$ cat config.mk
export PLATFORM = sky130hd
export DESIGN_NAME = vpw_serial_protocol_handler
export DESIGN_NICKNAME = d
export VERILOG_FILES = /design/src/include/vpw_pkg.sv /design/src/design/vpw_sync2.sv /design/src/design/vpw_symbol_timer.sv /design/src/design/vpw_serial_protocol_handler.sv
export VERILOG_INCLUDE_DIRS = /design/src /design/src/include
export SDC_FILE = /design/constraint.sdc
export NUM_CORES = 1
export LEC_CHECK = 0
export ABC_AREA = 1
export BUFFER_PORTS_ARGS = -buffer_cell sky130_fd_sc_hd__buf_2
export CORE_AREA = 2 2 122 124
export DETAILED_ROUTE_END_ITERATION = 10
export DIE_AREA = 0 0 124 126
export PLACE_DENSITY_LB_ADDON = 0.2
export SYNTH_ARGS = -nofsm -noshare
export SYNTH_HDL_FRONTEND = slang
export SYNTH_SLANG_ARGS = --single-unit
$ cat constraint.sdc
create_clock -name pclk -period 2.9 [get_ports pclk]
set_input_delay 0.145 -clock pclk [delete_from_list [all_inputs] [get_ports pclk]]
set_output_delay 0.145 -clock pclk [all_outputs]
set_load 0.05 [all_outputs]
$ cat src/include/vpw_defines.svh
// Constants of the variable-pulse-width link protocol handler.
// Assumes a 20 MHz pclk; symbol timing runs on a 1 us tick.
`ifndef VPW_DEFINES_SVH
`define VPW_DEFINES_SVH

// =============================================
// Timing
`define PCLK_NS      50
`define TICK_NS      1000
`define TICK_CYC     (`TICK_NS / `PCLK_NS)
// Receive windows, in us at normal rate
`define RX_MIN_US    9'h022
`define RX_SHORT_US  9'h060
`define RX_LONG_US   9'h0A3
`define RX_SOF_US    9'h0EF
`define RX_EOF_US    9'h118
`define RX_IDLE_US   9'h12C
`define RX_BREAK_US  9'h0F0
// Transmit symbol widths, in us
`define TX_SHORT_US  8'h40
`define TX_LONG_US   8'h80
`define TX_SOF_US    8'hC8
`define TX_EOD_US    8'hC8
`define TX_SETTLE_US 8'h0C

// =============================================
// Register map, byte addresses
`define OFS_CTRL1    8'h00
`define OFS_CTRL2    8'h04
`define OFS_STATE    8'h08
`define OFS_DATA     8'h0C
`define IE_BIT       0
`define DIGITAL_LOOPBACK_BIT_BIT    0
`define FAST_BIT     1

// =============================================
// State vector codes
`define SV_NONE      8'h00
`define SV_EOF       8'h04
`define SV_IFR       8'h08
`define SV_RXF       8'h0C
`define SV_TXE       8'h10
`define SV_LOA       8'h14
`define SV_CRC       8'h18
`define SV_INV       8'h1C

// =============================================
// CRC-8
`define CRC_INIT     8'hFF
`define CRC_POLY     8'h1D
`define CRC_RESIDUE  8'hC4

`endif

$ cat src/include/vpw_pkg.sv
// Types shared by the protocol handler and its helpers.
// Assumes vpw_defines.svh is on the include path.
`include "vpw_defines.svh"

package vpw_pkg;

  typedef enum logic [3:0] {
    SYM_NONE, SYM_BIT0, SYM_BIT1, SYM_SOF, SYM_EOD,
    SYM_EOF, SYM_IDLE, SYM_BREAK, SYM_BAD
  } sym_e;

  typedef struct packed {
    logic vld;
    sym_e kind;
  } sym_s;

  typedef enum logic [1:0] {RX_HUNT, RX_DATA, RX_WAIT_EOF, RX_WAIT_IDLE} rx_e;
  typedef enum logic [1:0] {TX_IDLE, TX_SOF, TX_BITS, TX_EOD} tx_e;

  typedef struct packed {
    logic inv;
    logic crc;
    logic arbitration_lost_flag;
    logic txe;
    logic rxf;
    logic ifr;
    logic eof;
  } flags_s;

  typedef struct packed {
    logic       prev;
    logic [8:0] cnt;
    logic [1:0] stage;
    sym_s       sym;
  } tm_s;

  typedef struct packed {
    logic a;
    logic b;
  } sy_s;

  typedef struct packed {
    logic [4:0]  pre;
    logic        tick;
    logic        ie;
    logic        digital_loopback_bit;
    logic        fast;
    rx_e         rs;
    logic [2:0]  rbits;
    logic [7:0]  rsh;
    logic [7:0]  rhold;
    logic [7:0]  rcrc;
    logic        ifr_mode;
    logic        nb;
    logic        eof_ok;
    tx_e         ts;
    logic [7:0]  tsh;
    logic [7:0]  thold;
    logic        tpend;
    logic [7:0]  tcrc;
    logic        crc_sent;
    logic [2:0]  tbits;
    logic [7:0]  tcnt;
    logic [7:0]  twid;
    logic        txo;
    logic        pin;
    flags_s      fl;
    logic        pready;
    logic        pslverr;
    logic [31:0] prdata;
    logic        irq;
  } hs_s;

  // MSB-first CRC-8 over one byte
  function automatic logic [7:0] crc8(input logic [7:0] c, input logic [7:0] b);
    logic [7:0] r;
    r = c ^ b;
    for (int i = 0; i < 8; i++)
    begin
      r = r[7] ? ({r[6:0], 1'b0} ^ `CRC_POLY) : {r[6:0], 1'b0};
    end
    return r;
  endfunction

endpackage

$ cat src/design/vpw_sync2.sv
// Two-flop synchroniser for the receive pin.
// Assumes the pin is asynchronous to pclk.
`timescale 1ns/1ps

module vpw_sync2 import vpw_pkg::*;
(
  input  logic pclk,     // module clock
  input  logic presetn,  // async reset, low
  input  logic ce,       // clock enable
  input  logic din,      // asynchronous level
  output logic dout      // synchronised level
);

  sy_s q;
  sy_s d;

  always_comb
  begin
    d = q;
    if (ce)
    begin
      d.a = din;
      d.b = q.a;
    end
  end

  always_ff @(posedge pclk or negedge presetn)
  begin
    if (!presetn)
      q <= '0;
    else
      q <= d;
  end

  assign dout = q.b;

endmodule

$ cat src/design/vpw_symbol_timer.sv
// Measures each level on the internal receive line and names the symbol.
// Assumes a one-cycle 1 us tick and a line already in the pclk domain.
`timescale 1ns/1ps

module vpw_symbol_timer import vpw_pkg::*;
(
  input  logic pclk,     // module clock
  input  logic presetn,  // async reset, low
  input  logic ce,       // clock enable
  input  logic tick,     // 1 us strobe
  input  logic line,     // receive level, high = active
  input  logic fast,     // 4X receive windows
  output sym_s sym       // symbol strobe and kind
);

  tm_s q;
  tm_s d;

  // Fast windows other than break are a quarter wide
  function automatic logic [8:0] sc(input logic [8:0] us, input logic f);
    return f ? {2'b00, us[8:2]} : us;
  endfunction

  function automatic sym_e pas_kind(input logic [8:0] c, input logic f);
    if (c < sc(`RX_MIN_US, f))
      return SYM_BAD;
    else if (c < sc(`RX_SHORT_US, f))
      return SYM_BIT0;
    else if (c < sc(`RX_LONG_US, f))
      return SYM_BIT1;
    else if (c < sc(`RX_SOF_US, f))
      return SYM_EOD;
    else
      return SYM_EOF;
  endfunction

  function automatic sym_e act_kind(input logic [8:0] c, input logic f);
    if (c < sc(`RX_MIN_US, f))
      return SYM_BAD;
    else if (c < sc(`RX_SHORT_US, f))
      return SYM_BIT1;
    else if (c < sc(`RX_LONG_US, f))
      return SYM_BIT0;
    else if (c < sc(`RX_SOF_US, f))
      return SYM_SOF;
    else
      return SYM_BAD;
  endfunction

  always_comb
  begin
    d = q;
    d.sym.vld = 1'b0;
    d.sym.kind = SYM_NONE;
    if (line != q.prev)
    begin
      d.prev = line;
      d.cnt = '0;
      d.stage = 2'h0;
      // A level already named by timeout ends silently
      if (q.stage == 2'h0)
      begin
        d.sym.vld = 1'b1;
        d.sym.kind = q.prev ? act_kind(q.cnt, fast) : pas_kind(q.cnt, fast);
      end
    end
    else if (tick)
    begin
      if (q.cnt != 9'h1FF)
        d.cnt = q.cnt + 9'h001;
      if (!q.prev && q.stage == 2'h0 && d.cnt == sc(`RX_EOF_US, fast))
      begin
        d.sym.vld = 1'b1;
        d.sym.kind = SYM_EOF;
        d.stage = 2'h1;
      end
      else if (!q.prev && q.stage == 2'h1 && d.cnt == sc(`RX_IDLE_US, fast))
      begin
        d.sym.vld = 1'b1;
        d.sym.kind = SYM_IDLE;
        d.stage = 2'h2;
      end
      else if (q.prev && q.stage == 2'h0 && d.cnt == `RX_BREAK_US)
      begin
        d.sym.vld = 1'b1;
        d.sym.kind = SYM_BREAK;
        d.stage = 2'h2;
      end
    end
  end

  always_ff @(posedge pclk or negedge presetn)
  begin
    if (!presetn)
      q <= '0;
    else if (ce)
      q <= d;
  end

  assign sym = q.sym;

endmodule

$ cat src/design/vpw_serial_protocol_handler.sv
// Protocol handler of a single-wire variable-pulse-width link:
// holding registers, loopback mux, framing, CRC and bus error handling.
// Assumes an APB master on pclk and an external transceiver on the pins.
`timescale 1ns/1ps

module vpw_serial_protocol_handler import vpw_pkg::*;
(
  input  logic        pclk,          // module clock, 20 MHz
  input  logic        presetn,       // async reset, low
  input  logic        ce,            // clock enable, freezes all
  input  logic        psel,          // APB select
  input  logic        penable,       // APB enable
  input  logic        pwrite,        // APB direction
  input  logic [7:0]  paddr,         // APB byte address
  input  logic [31:0] pwdata,        // APB write data
  output logic [31:0] prdata,        // APB read data
  output logic        pready,        // APB ready
  output logic        pslverr,       // APB error
  input  logic        rx_input_pin,  // bus level, high = active
  output logic        tx_output_pin, // drive active when high
  output logic        irq            // interrupt request, high
);

  hs_s  q;
  hs_s  d;
  logic rx_s;
  logic rx_int;
  sym_s sym;
  logic acc;
  logic wr;
  logic rd;
  logic busy;
  logic [7:0] code;

  // =============================================
  // Helpers
  function automatic logic [7:0] bit_us(input logic b, input logic act);
    return (b ^ act) ? `TX_LONG_US : `TX_SHORT_US;
  endfunction

  function automatic logic [7:0] sv_code(input flags_s f, input logic bz);
    if (f.inv)
      return `SV_INV;
    else if (f.crc)
      return `SV_CRC;
    else if (f.arbitration_lost_flag)
      return `SV_LOA;
    else if (f.txe && bz)
      return `SV_TXE;
    else if (f.rxf)
      return `SV_RXF;
    else if (f.ifr)
      return `SV_IFR;
    else if (f.eof)
      return `SV_EOF;
    else
      return `SV_NONE;
  endfunction

  function automatic logic addr_ok(input logic [7:0] a);
    return a == `OFS_CTRL1 || a == `OFS_CTRL2 || a == `OFS_STATE || a == `OFS_DATA;
  endfunction

  // =============================================
  // Pin input and loopback
  vpw_sync2 u_sync
  (
    .pclk    (pclk),
    .presetn (presetn),
    .ce      (ce),
    .din     (rx_input_pin),
    .dout    (rx_s)
  );

  assign rx_int = q.digital_loopback_bit ? q.txo : rx_s;

  vpw_symbol_timer u_timer
  (
    .pclk    (pclk),
    .presetn (presetn),
    .ce      (ce),
    .tick    (q.tick),
    .line    (rx_int),
    .fast    (q.fast),
    .sym     (sym)
  );

  assign busy = q.ts != TX_IDLE;
  assign code = sv_code(q.fl, busy);
  assign acc  = psel && penable && q.pready;
  assign wr   = acc && pwrite;
  assign rd   = acc && !pwrite;

  // =============================================
  // Next state
  always_comb
  begin
    d = q;
    d.tick = 1'b0;
    if (q.pre == 5'(`TICK_CYC - 1))
    begin
      d.pre = 5'h00;
      d.tick = 1'b1;
    end
    else
      d.pre = q.pre + 5'h01;

    // Zero-wait APB: answer prepared in the setup cycle
    d.pready = 1'b0;
    d.pslverr = 1'b0;
    if (psel && !penable && !q.pready)
    begin
      d.pready = 1'b1;
      d.pslverr = !addr_ok(paddr);
      case (paddr)
        `OFS_CTRL1: d.prdata = {31'h0, q.ie};
        `OFS_CTRL2: d.prdata = {30'h0, q.fast, q.digital_loopback_bit};
        `OFS_STATE: d.prdata = {24'h0, code};
        `OFS_DATA:  d.prdata = {24'h0, q.rhold};
        default:    d.prdata = 32'h0;
      endcase
    end

    // Software clears first so hardware sets below win
    if (wr && paddr == `OFS_CTRL1)
      d.ie = pwdata[`IE_BIT];
    if (wr && paddr == `OFS_CTRL2)
    begin
      d.digital_loopback_bit = pwdata[`DIGITAL_LOOPBACK_BIT_BIT];
      d.fast = pwdata[`FAST_BIT];
    end
    if (wr && paddr == `OFS_DATA)
    begin
      d.thold = pwdata[7:0];
      d.tpend = 1'b1;
      d.fl.txe = 1'b0;
    end
    if (rd && paddr == `OFS_DATA)
    begin
      d.fl.rxf = 1'b0;
      d.fl.ifr = 1'b0;
    end
    if (rd && paddr == `OFS_STATE)
    begin
      case (code)
        `SV_INV: d.fl.inv = 1'b0;
        `SV_CRC: d.fl.crc = 1'b0;
        `SV_LOA: d.fl.arbitration_lost_flag = 1'b0;
        `SV_EOF: d.fl.eof = 1'b0;
        default: d.fl = d.fl;
      endcase
    end

    // =============================================
    // Transmitter, timed in 1 us ticks
    // no break symbol state exists
    if (q.tick)
    begin
      case (q.ts)
        TX_IDLE:
        begin
          d.txo = 1'b0;
          // start only after end of frame
          if (q.tpend && !q.fast && q.eof_ok && q.rs == RX_HUNT && !rx_int)
          begin
            d.ts = TX_SOF;
            d.txo = 1'b1;
            d.tcnt = 8'h00;
            d.twid = `TX_SOF_US;
            d.tsh = q.thold;
            d.tcrc = crc8(`CRC_INIT, q.thold);
            d.tpend = 1'b0;
            d.fl.txe = 1'b1;
            d.crc_sent = 1'b0;
            d.tbits = 3'h0;
          end
        end
        TX_SOF, TX_BITS, TX_EOD:
        begin
          d.tcnt = q.tcnt + 8'h01;
          if (q.tcnt >= `TX_SETTLE_US && rx_int != q.txo)
          begin
            d.ts = TX_IDLE;
            d.txo = 1'b0;
            if (q.txo)
            begin
              d.fl.inv = 1'b1;
              d.tpend = 1'b0;
            end
            else if (q.ts == TX_EOD)
              // active seen during end of data
              d.fl.inv = 1'b1;
            else
              d.fl.arbitration_lost_flag = 1'b1;
          end
          else if (d.tcnt == q.twid)
          begin
            d.tcnt = 8'h00;
            if (q.ts == TX_SOF)
            begin
              d.ts = TX_BITS;
              d.txo = 1'b0;
              d.twid = bit_us(q.tsh[7], 1'b0);
            end
            else if (q.ts == TX_EOD)
              d.ts = TX_IDLE;
            else
            begin
              d.tbits = q.tbits + 3'h1;
              d.tsh = {q.tsh[6:0], 1'b0};
              if (q.tbits == 3'h7)
              begin
                if (q.tpend)
                begin
                  d.tsh = q.thold;
                  d.tcrc = crc8(q.tcrc, q.thold);
                  d.tpend = 1'b0;
                  d.fl.txe = 1'b1;
                end
                else if (!q.crc_sent)
                begin
                  d.tsh = ~q.tcrc;
                  d.crc_sent = 1'b1;
                end
                else
                  d.ts = TX_EOD;
              end
              d.txo = !q.txo;
              if (d.ts == TX_EOD)
              begin
                d.txo = 1'b0;
                d.twid = `TX_EOD_US;
              end
              else
                d.twid = bit_us(d.tsh[7], d.txo);
            end
          end
        end
        default: d.ts = TX_IDLE;
      endcase
    end

    // =============================================
    // Receiver, driven by classified symbols
    if (sym.vld)
    begin
      if (sym.kind == SYM_BREAK)
      begin
        d.fl.inv = 1'b1;
        d.rs = RX_WAIT_IDLE;
        d.ts = TX_IDLE;
        d.txo = 1'b0;
        d.eof_ok = 1'b0;
        d.fast = 1'b0;
      end
      else if (sym.kind == SYM_EOF || sym.kind == SYM_IDLE)
        d.eof_ok = 1'b1;
      else
        d.eof_ok = 1'b0;

      case (q.rs)
        RX_HUNT:
          // anything but a break before a start is ignored
          if (sym.kind == SYM_SOF)
          begin
            d.rs = RX_DATA;
            d.rbits = 3'h0;
            d.rcrc = `CRC_INIT;
            d.ifr_mode = 1'b0;
            d.nb = 1'b0;
          end
        RX_DATA:
          case (sym.kind)
            SYM_BIT0, SYM_BIT1:
              if (q.nb)
                d.nb = 1'b0;
              else
              begin
                // no byte limit in a frame
                d.rsh = {q.rsh[6:0], sym.kind == SYM_BIT1};
                d.rbits = q.rbits + 3'h1;
                if (q.rbits == 3'h7)
                begin
                  d.rhold = d.rsh;
                  d.rcrc = crc8(q.rcrc, d.rsh);
                  if (q.ifr_mode)
                    d.fl.ifr = 1'b1;
                  else
                    d.fl.rxf = 1'b1;
                end
              end
            SYM_EOD:
              if (q.rbits != 3'h0)
              begin
                // end of data off byte boundary
                d.fl.inv = 1'b1;
                d.rs = RX_WAIT_EOF;
              end
              else if (!q.ifr_mode && q.rcrc != `CRC_RESIDUE)
              begin
                d.fl.crc = 1'b1;
                d.rs = RX_WAIT_EOF;
              end
              else
              begin
                d.ifr_mode = 1'b1;
                d.nb = 1'b1;
                d.rcrc = `CRC_INIT;
              end
            SYM_EOF, SYM_IDLE:
            begin
              if (q.rbits != 3'h0)
                // end of frame off byte boundary
                d.fl.inv = 1'b1;
              // END_OF_DATA_SYMBOL runs into EOF with no edge, so check here
              // CRC mismatch at frame end
              else if (!q.ifr_mode && q.rcrc != `CRC_RESIDUE)
                d.fl.crc = 1'b1;
              else
                d.fl.eof = 1'b1;
              d.rs = RX_HUNT;
            end
            SYM_BREAK: d.rs = RX_WAIT_IDLE;
            default:
            begin
              d.fl.inv = 1'b1;
              d.rs = RX_WAIT_EOF;
            end
          endcase
        RX_WAIT_EOF:
          if (sym.kind == SYM_EOF || sym.kind == SYM_IDLE)
            d.rs = RX_HUNT;
          else if (sym.kind == SYM_BREAK)
            d.rs = RX_WAIT_IDLE;
        RX_WAIT_IDLE:
          // resume once the bus is idle
          if (sym.kind == SYM_IDLE)
            d.rs = RX_HUNT;
        default: d.rs = RX_HUNT;
      endcase
    end

    // Loopback keeps the real bus passive
    // detach drive in loopback
    d.pin = d.txo && !d.digital_loopback_bit;
    d.irq = d.ie && (sv_code(d.fl, d.ts != TX_IDLE) != `SV_NONE);
  end

  // =============================================
  // State register
  always_ff @(posedge pclk or negedge presetn)
  begin
    if (!presetn)
    begin
      q <= '0;
      q.fl.txe <= 1'b1;
    end
    else if (ce)
      q <= d;
  end

  assign prdata        = q.prdata;
  assign pready        = q.pready;
  assign pslverr       = q.pslverr;
  assign tx_output_pin = q.pin;
  assign irq           = q.irq;

endmodule

==> results.json <==
{
  "synthFlopType": "dfrtp_1",
  "start_util": 0.587,
  "synth_edf_count": 0,
  "yosys.area.top_type": "dfrtp_1",
  "ant_nets": 0,
  "fp.dieArea_um2": 15600,
  "grt_pass1_vias": 7236,
  "syn_area_um2": 8410,
  "drc": 0,
  "synthTopCellsByCount": "nand2_1, inv_1, dfrtp_1",
  "cts_root_buf": "clkbuf_16",
  "cp.buffers_inverters": 2,
  "vias": 7527,
  "run_status": "finished, final reports clean",
  "yosys-top-cells-area": "dfrtp_1, nand2_1, inv_1",
  "async_flop_share": 1.00,
  "grt.overflow.total": 0,
  "ys_warn_count": 0,
  "critPathCaptureType": "register",
  "cp_slowest_stage_delay_ns": 0.43,
  "critPathLaunch": "u_timer.q[7]$_DFFE_PN0P_",
  "fp.dieW_um": 124,
  "synth_area_per_cell_um2": 7.20,
  "drt_wl_total_mm": 19.9,
  "clkSlewWorstSetupHoldPaths_ns": 0.06,
  "crit_path_start_kind": "register",
  "avgRoutedWirePerCell_um": 14.1,
  "synth_top_area_share": 0.357,
  "cp_slowest_cell": "dfrtp_1",
  "arrival_ns": 2.73,
  "ys_types": 56,
  "io_buffers": 34,
  "combPwrFrac": 0.374,
  "crit_type": "reg -> reg",
  "slew_headroom": 0.602,
  "area_delta_synth_final_pct": 11.2,
  "fin_setup_tns_ns": 0,
  "p_switching_w": 0.00291,
  "hp-start": "ce",
  "nets": 1274,
  "clock_path_buffers": 2,
  "num_rows": 44,
  "viasPerCell": 5.36,
  "power.total_w": 0.00731,
  "critPathMostFrequentCell": "nand2_1",
  "cts_tree": "built",
  "clk_latency_ns": 0.42,
  "critical-path-top-delay-family": "simple AND/OR/NAND/NOR gates",
  "reg2reg_from": "u_timer.q[7]$_DFFE_PN0P_",
  "final-hold-violation-count": 0,
  "peakVddDrop_v": 0.000721,
  "p_sw_frac": 0.399,
  "grt_pass1_wl_mm": 33.6,
  "drv_cap": 0,
  "power.density_nw_per_um2": 782,
  "cts_htree_levels": 4,
  "postCtsSetupBuffers": 0,
  "setup_viol": 0,
  "clock_skew_ns": 0.00630,
  "cp.required_ns": 3.23,
  "hpwl_mm": 14.4,
  "sequentialPowerShare": 0.328,
  "die_h_um": 126,
  "grt_max_degree": 78,
  "synthMostInstantiatedCell": "nand2_1",
  "core_area_um2": 14300,
  "fmax_mhz": 418,
  "hold_class": "in -> reg",
  "dr.pass1.iters": 5,
  "drv_slew": 0,
  "path_max_fanout": 9,
  "place_congestion": 0.917,
  "clock-sinks": 121,
  "rsz0062_at_grt": "no",
  "worstPathCellList": "ha_1 > nand3_1 > inv_1 > nand3_2 > inv_1 > nand2_1 > nand2_1 > nand2_1 > nor2_1 > nand3_1 > nand3_1 > nand2_1 > a21oi_1",
  "min_period_over_period": 0.824,
  "cts_hold_buf": 9,
  "pwr-share-clk": 0.298,
  "cts-buffers-inserted": 17,
  "grt_usage": 0.269,
  "antenna_found_initial": 0,
  "p_leak_nw": 4.66,
  "drive_gt1_frac": 0.0999,
  "worstMarginPinSlew_ns": 0.592,
  "fin_crit_ns": 2.39,
  "syn_inst": 1168,
  "antenna_cells": 0,
  "yosysSeqAreaShare": 0.360,
  "internal-power_w": 0.00439,
  "drt-initial-drc-count": 607,
  "io_pins": 83,
  "synth-seq-cells": 121,
  "cts.repair.resized": 0
}
-- path summary, 6_finish.rpt --
check / end / slack [ns] / depth (start not counted)
max in group asynchronous: q[38]$_DFFE_PN1P_ / 2.10 / 3
hold / removal: u_sync.q[1]$_DFFE_PN0P_ / 0.04 / 3
setup / recovery: u_timer.sym[2]$_DFFE_PN0P_ / 0.51 / 13
setup reg to reg: u_timer.sym[2]$_DFFE_PN0P_ / 0.51 / 13
hold reg to reg: prdata[6]$_DFFE_PN0P_ / 0.48 / 2
min in group asynchronous: q[57]$_DFFE_PN0P_ / 0.08 / 2
-- tightest hold or removal path: stages --
cell and delay, ns:
buf_2 0.15, nand2_1 0.07, nand2_1 0.05
-- cell type report --
cell class / instances / area, um^2
fill: 1287 / 4970
multi-input combinational: 840 / 4460
sequential: 121 / 3030
inverter: 170 / 638
clock buffer: 20 / 457
timing repair buffer: 58 / 388
tap: 184 / 230
clock inverter: 12 / 148
-- power groups by stage --
stage | clock, W | sequential [W] | combinational [W]
after CTS | 0.00221 | 0.00239 | 0.00273
after detailed placement | 0 | 0.00240 | 0.00268
after floorplan | 0 | 0.00234 | 0.00218
after global placement | 0 | 0.00240 | 0.00263
final | 0.00218 | 0.00239 | 0.00273
after global routing | 0.00229 | 0.00244 | 0.00308
-- logic make-up after synthesis --
family / count (synthesis) / synth area share
muxes: 1 / 0.00134
xor gates and xnor gates: 68 / 0.0744
buffers and inverters: 230 / 0.120
adders and majority gates: 19 / 0.0283
and+or+nand+nor: 523 / 0.275
DFF: 121 / 0.360
other: 1 / 0.000446
AOI/OAI and AO/OA: 205 / 0.140
-- layout by cell type, fill, tap and decap left out, types with 11 or more instances in the layout --
cell | netlist | routed
inv_1 | 162 | 162
nor3_1 | 17 | 17
nand4_1 | 17 | 17
clkbuf_16 | 0 | 17
buf_2 | 7 | 33
o22ai_1 | 11 | 11
nand2_1 | 276 | 276
a21oi_1 | 41 | 41
xor2_1 | 33 | 33
dfrtp_1 | 120 | 120
o21ai_0 | 98 | 98
buf_4 | 33 | 15
a31oi_1 | 12 | 12
conb_1 | 1 | 24
xnor2_1 | 31 | 31
ha_1 | 19 | 19
nand3_1 | 69 | 69
nor2_1 | 107 | 107
-- registers in the layout, indices dropped and copies added (netlist names) --
register / count
pready: 1
pslverr: 1
prdata: 8
u_sync.q: 1
u_timer.sym: 5
tx_output_pin: 1
u_timer.q: 12
irq: 1
u_sync.dout: 1
q: 90
-- metrics by stage --
stage	std cells	hold slack, ns	utilization	cell area [um^2]	setup slack, ns
2_1_floorplan	1191	-0.151	-	8490	0.673
3_3_place_gp	1364	-0.0314	0.605	8650	0.559
3_5_place_dp	1364	-0.0310	0.605	8650	0.524
4_1_cts	1405	0.0251	0.653	9350	0.514
5_1_grt	1405	0.0590	0.653	9350	0.231
6_report	1405	0.0402	0.653	9350	0.510
-- routing by layer --
metal,track usage,vias to the layer above,share of wire
met5,0,-,0
met1,0.354,3482,0.45
li1,-,3807,-
met4,0.0879,0,0.018
met3,0.0503,37,0.042
met2,0.445,201,0.49
Power figures use the tool's default switching activity.
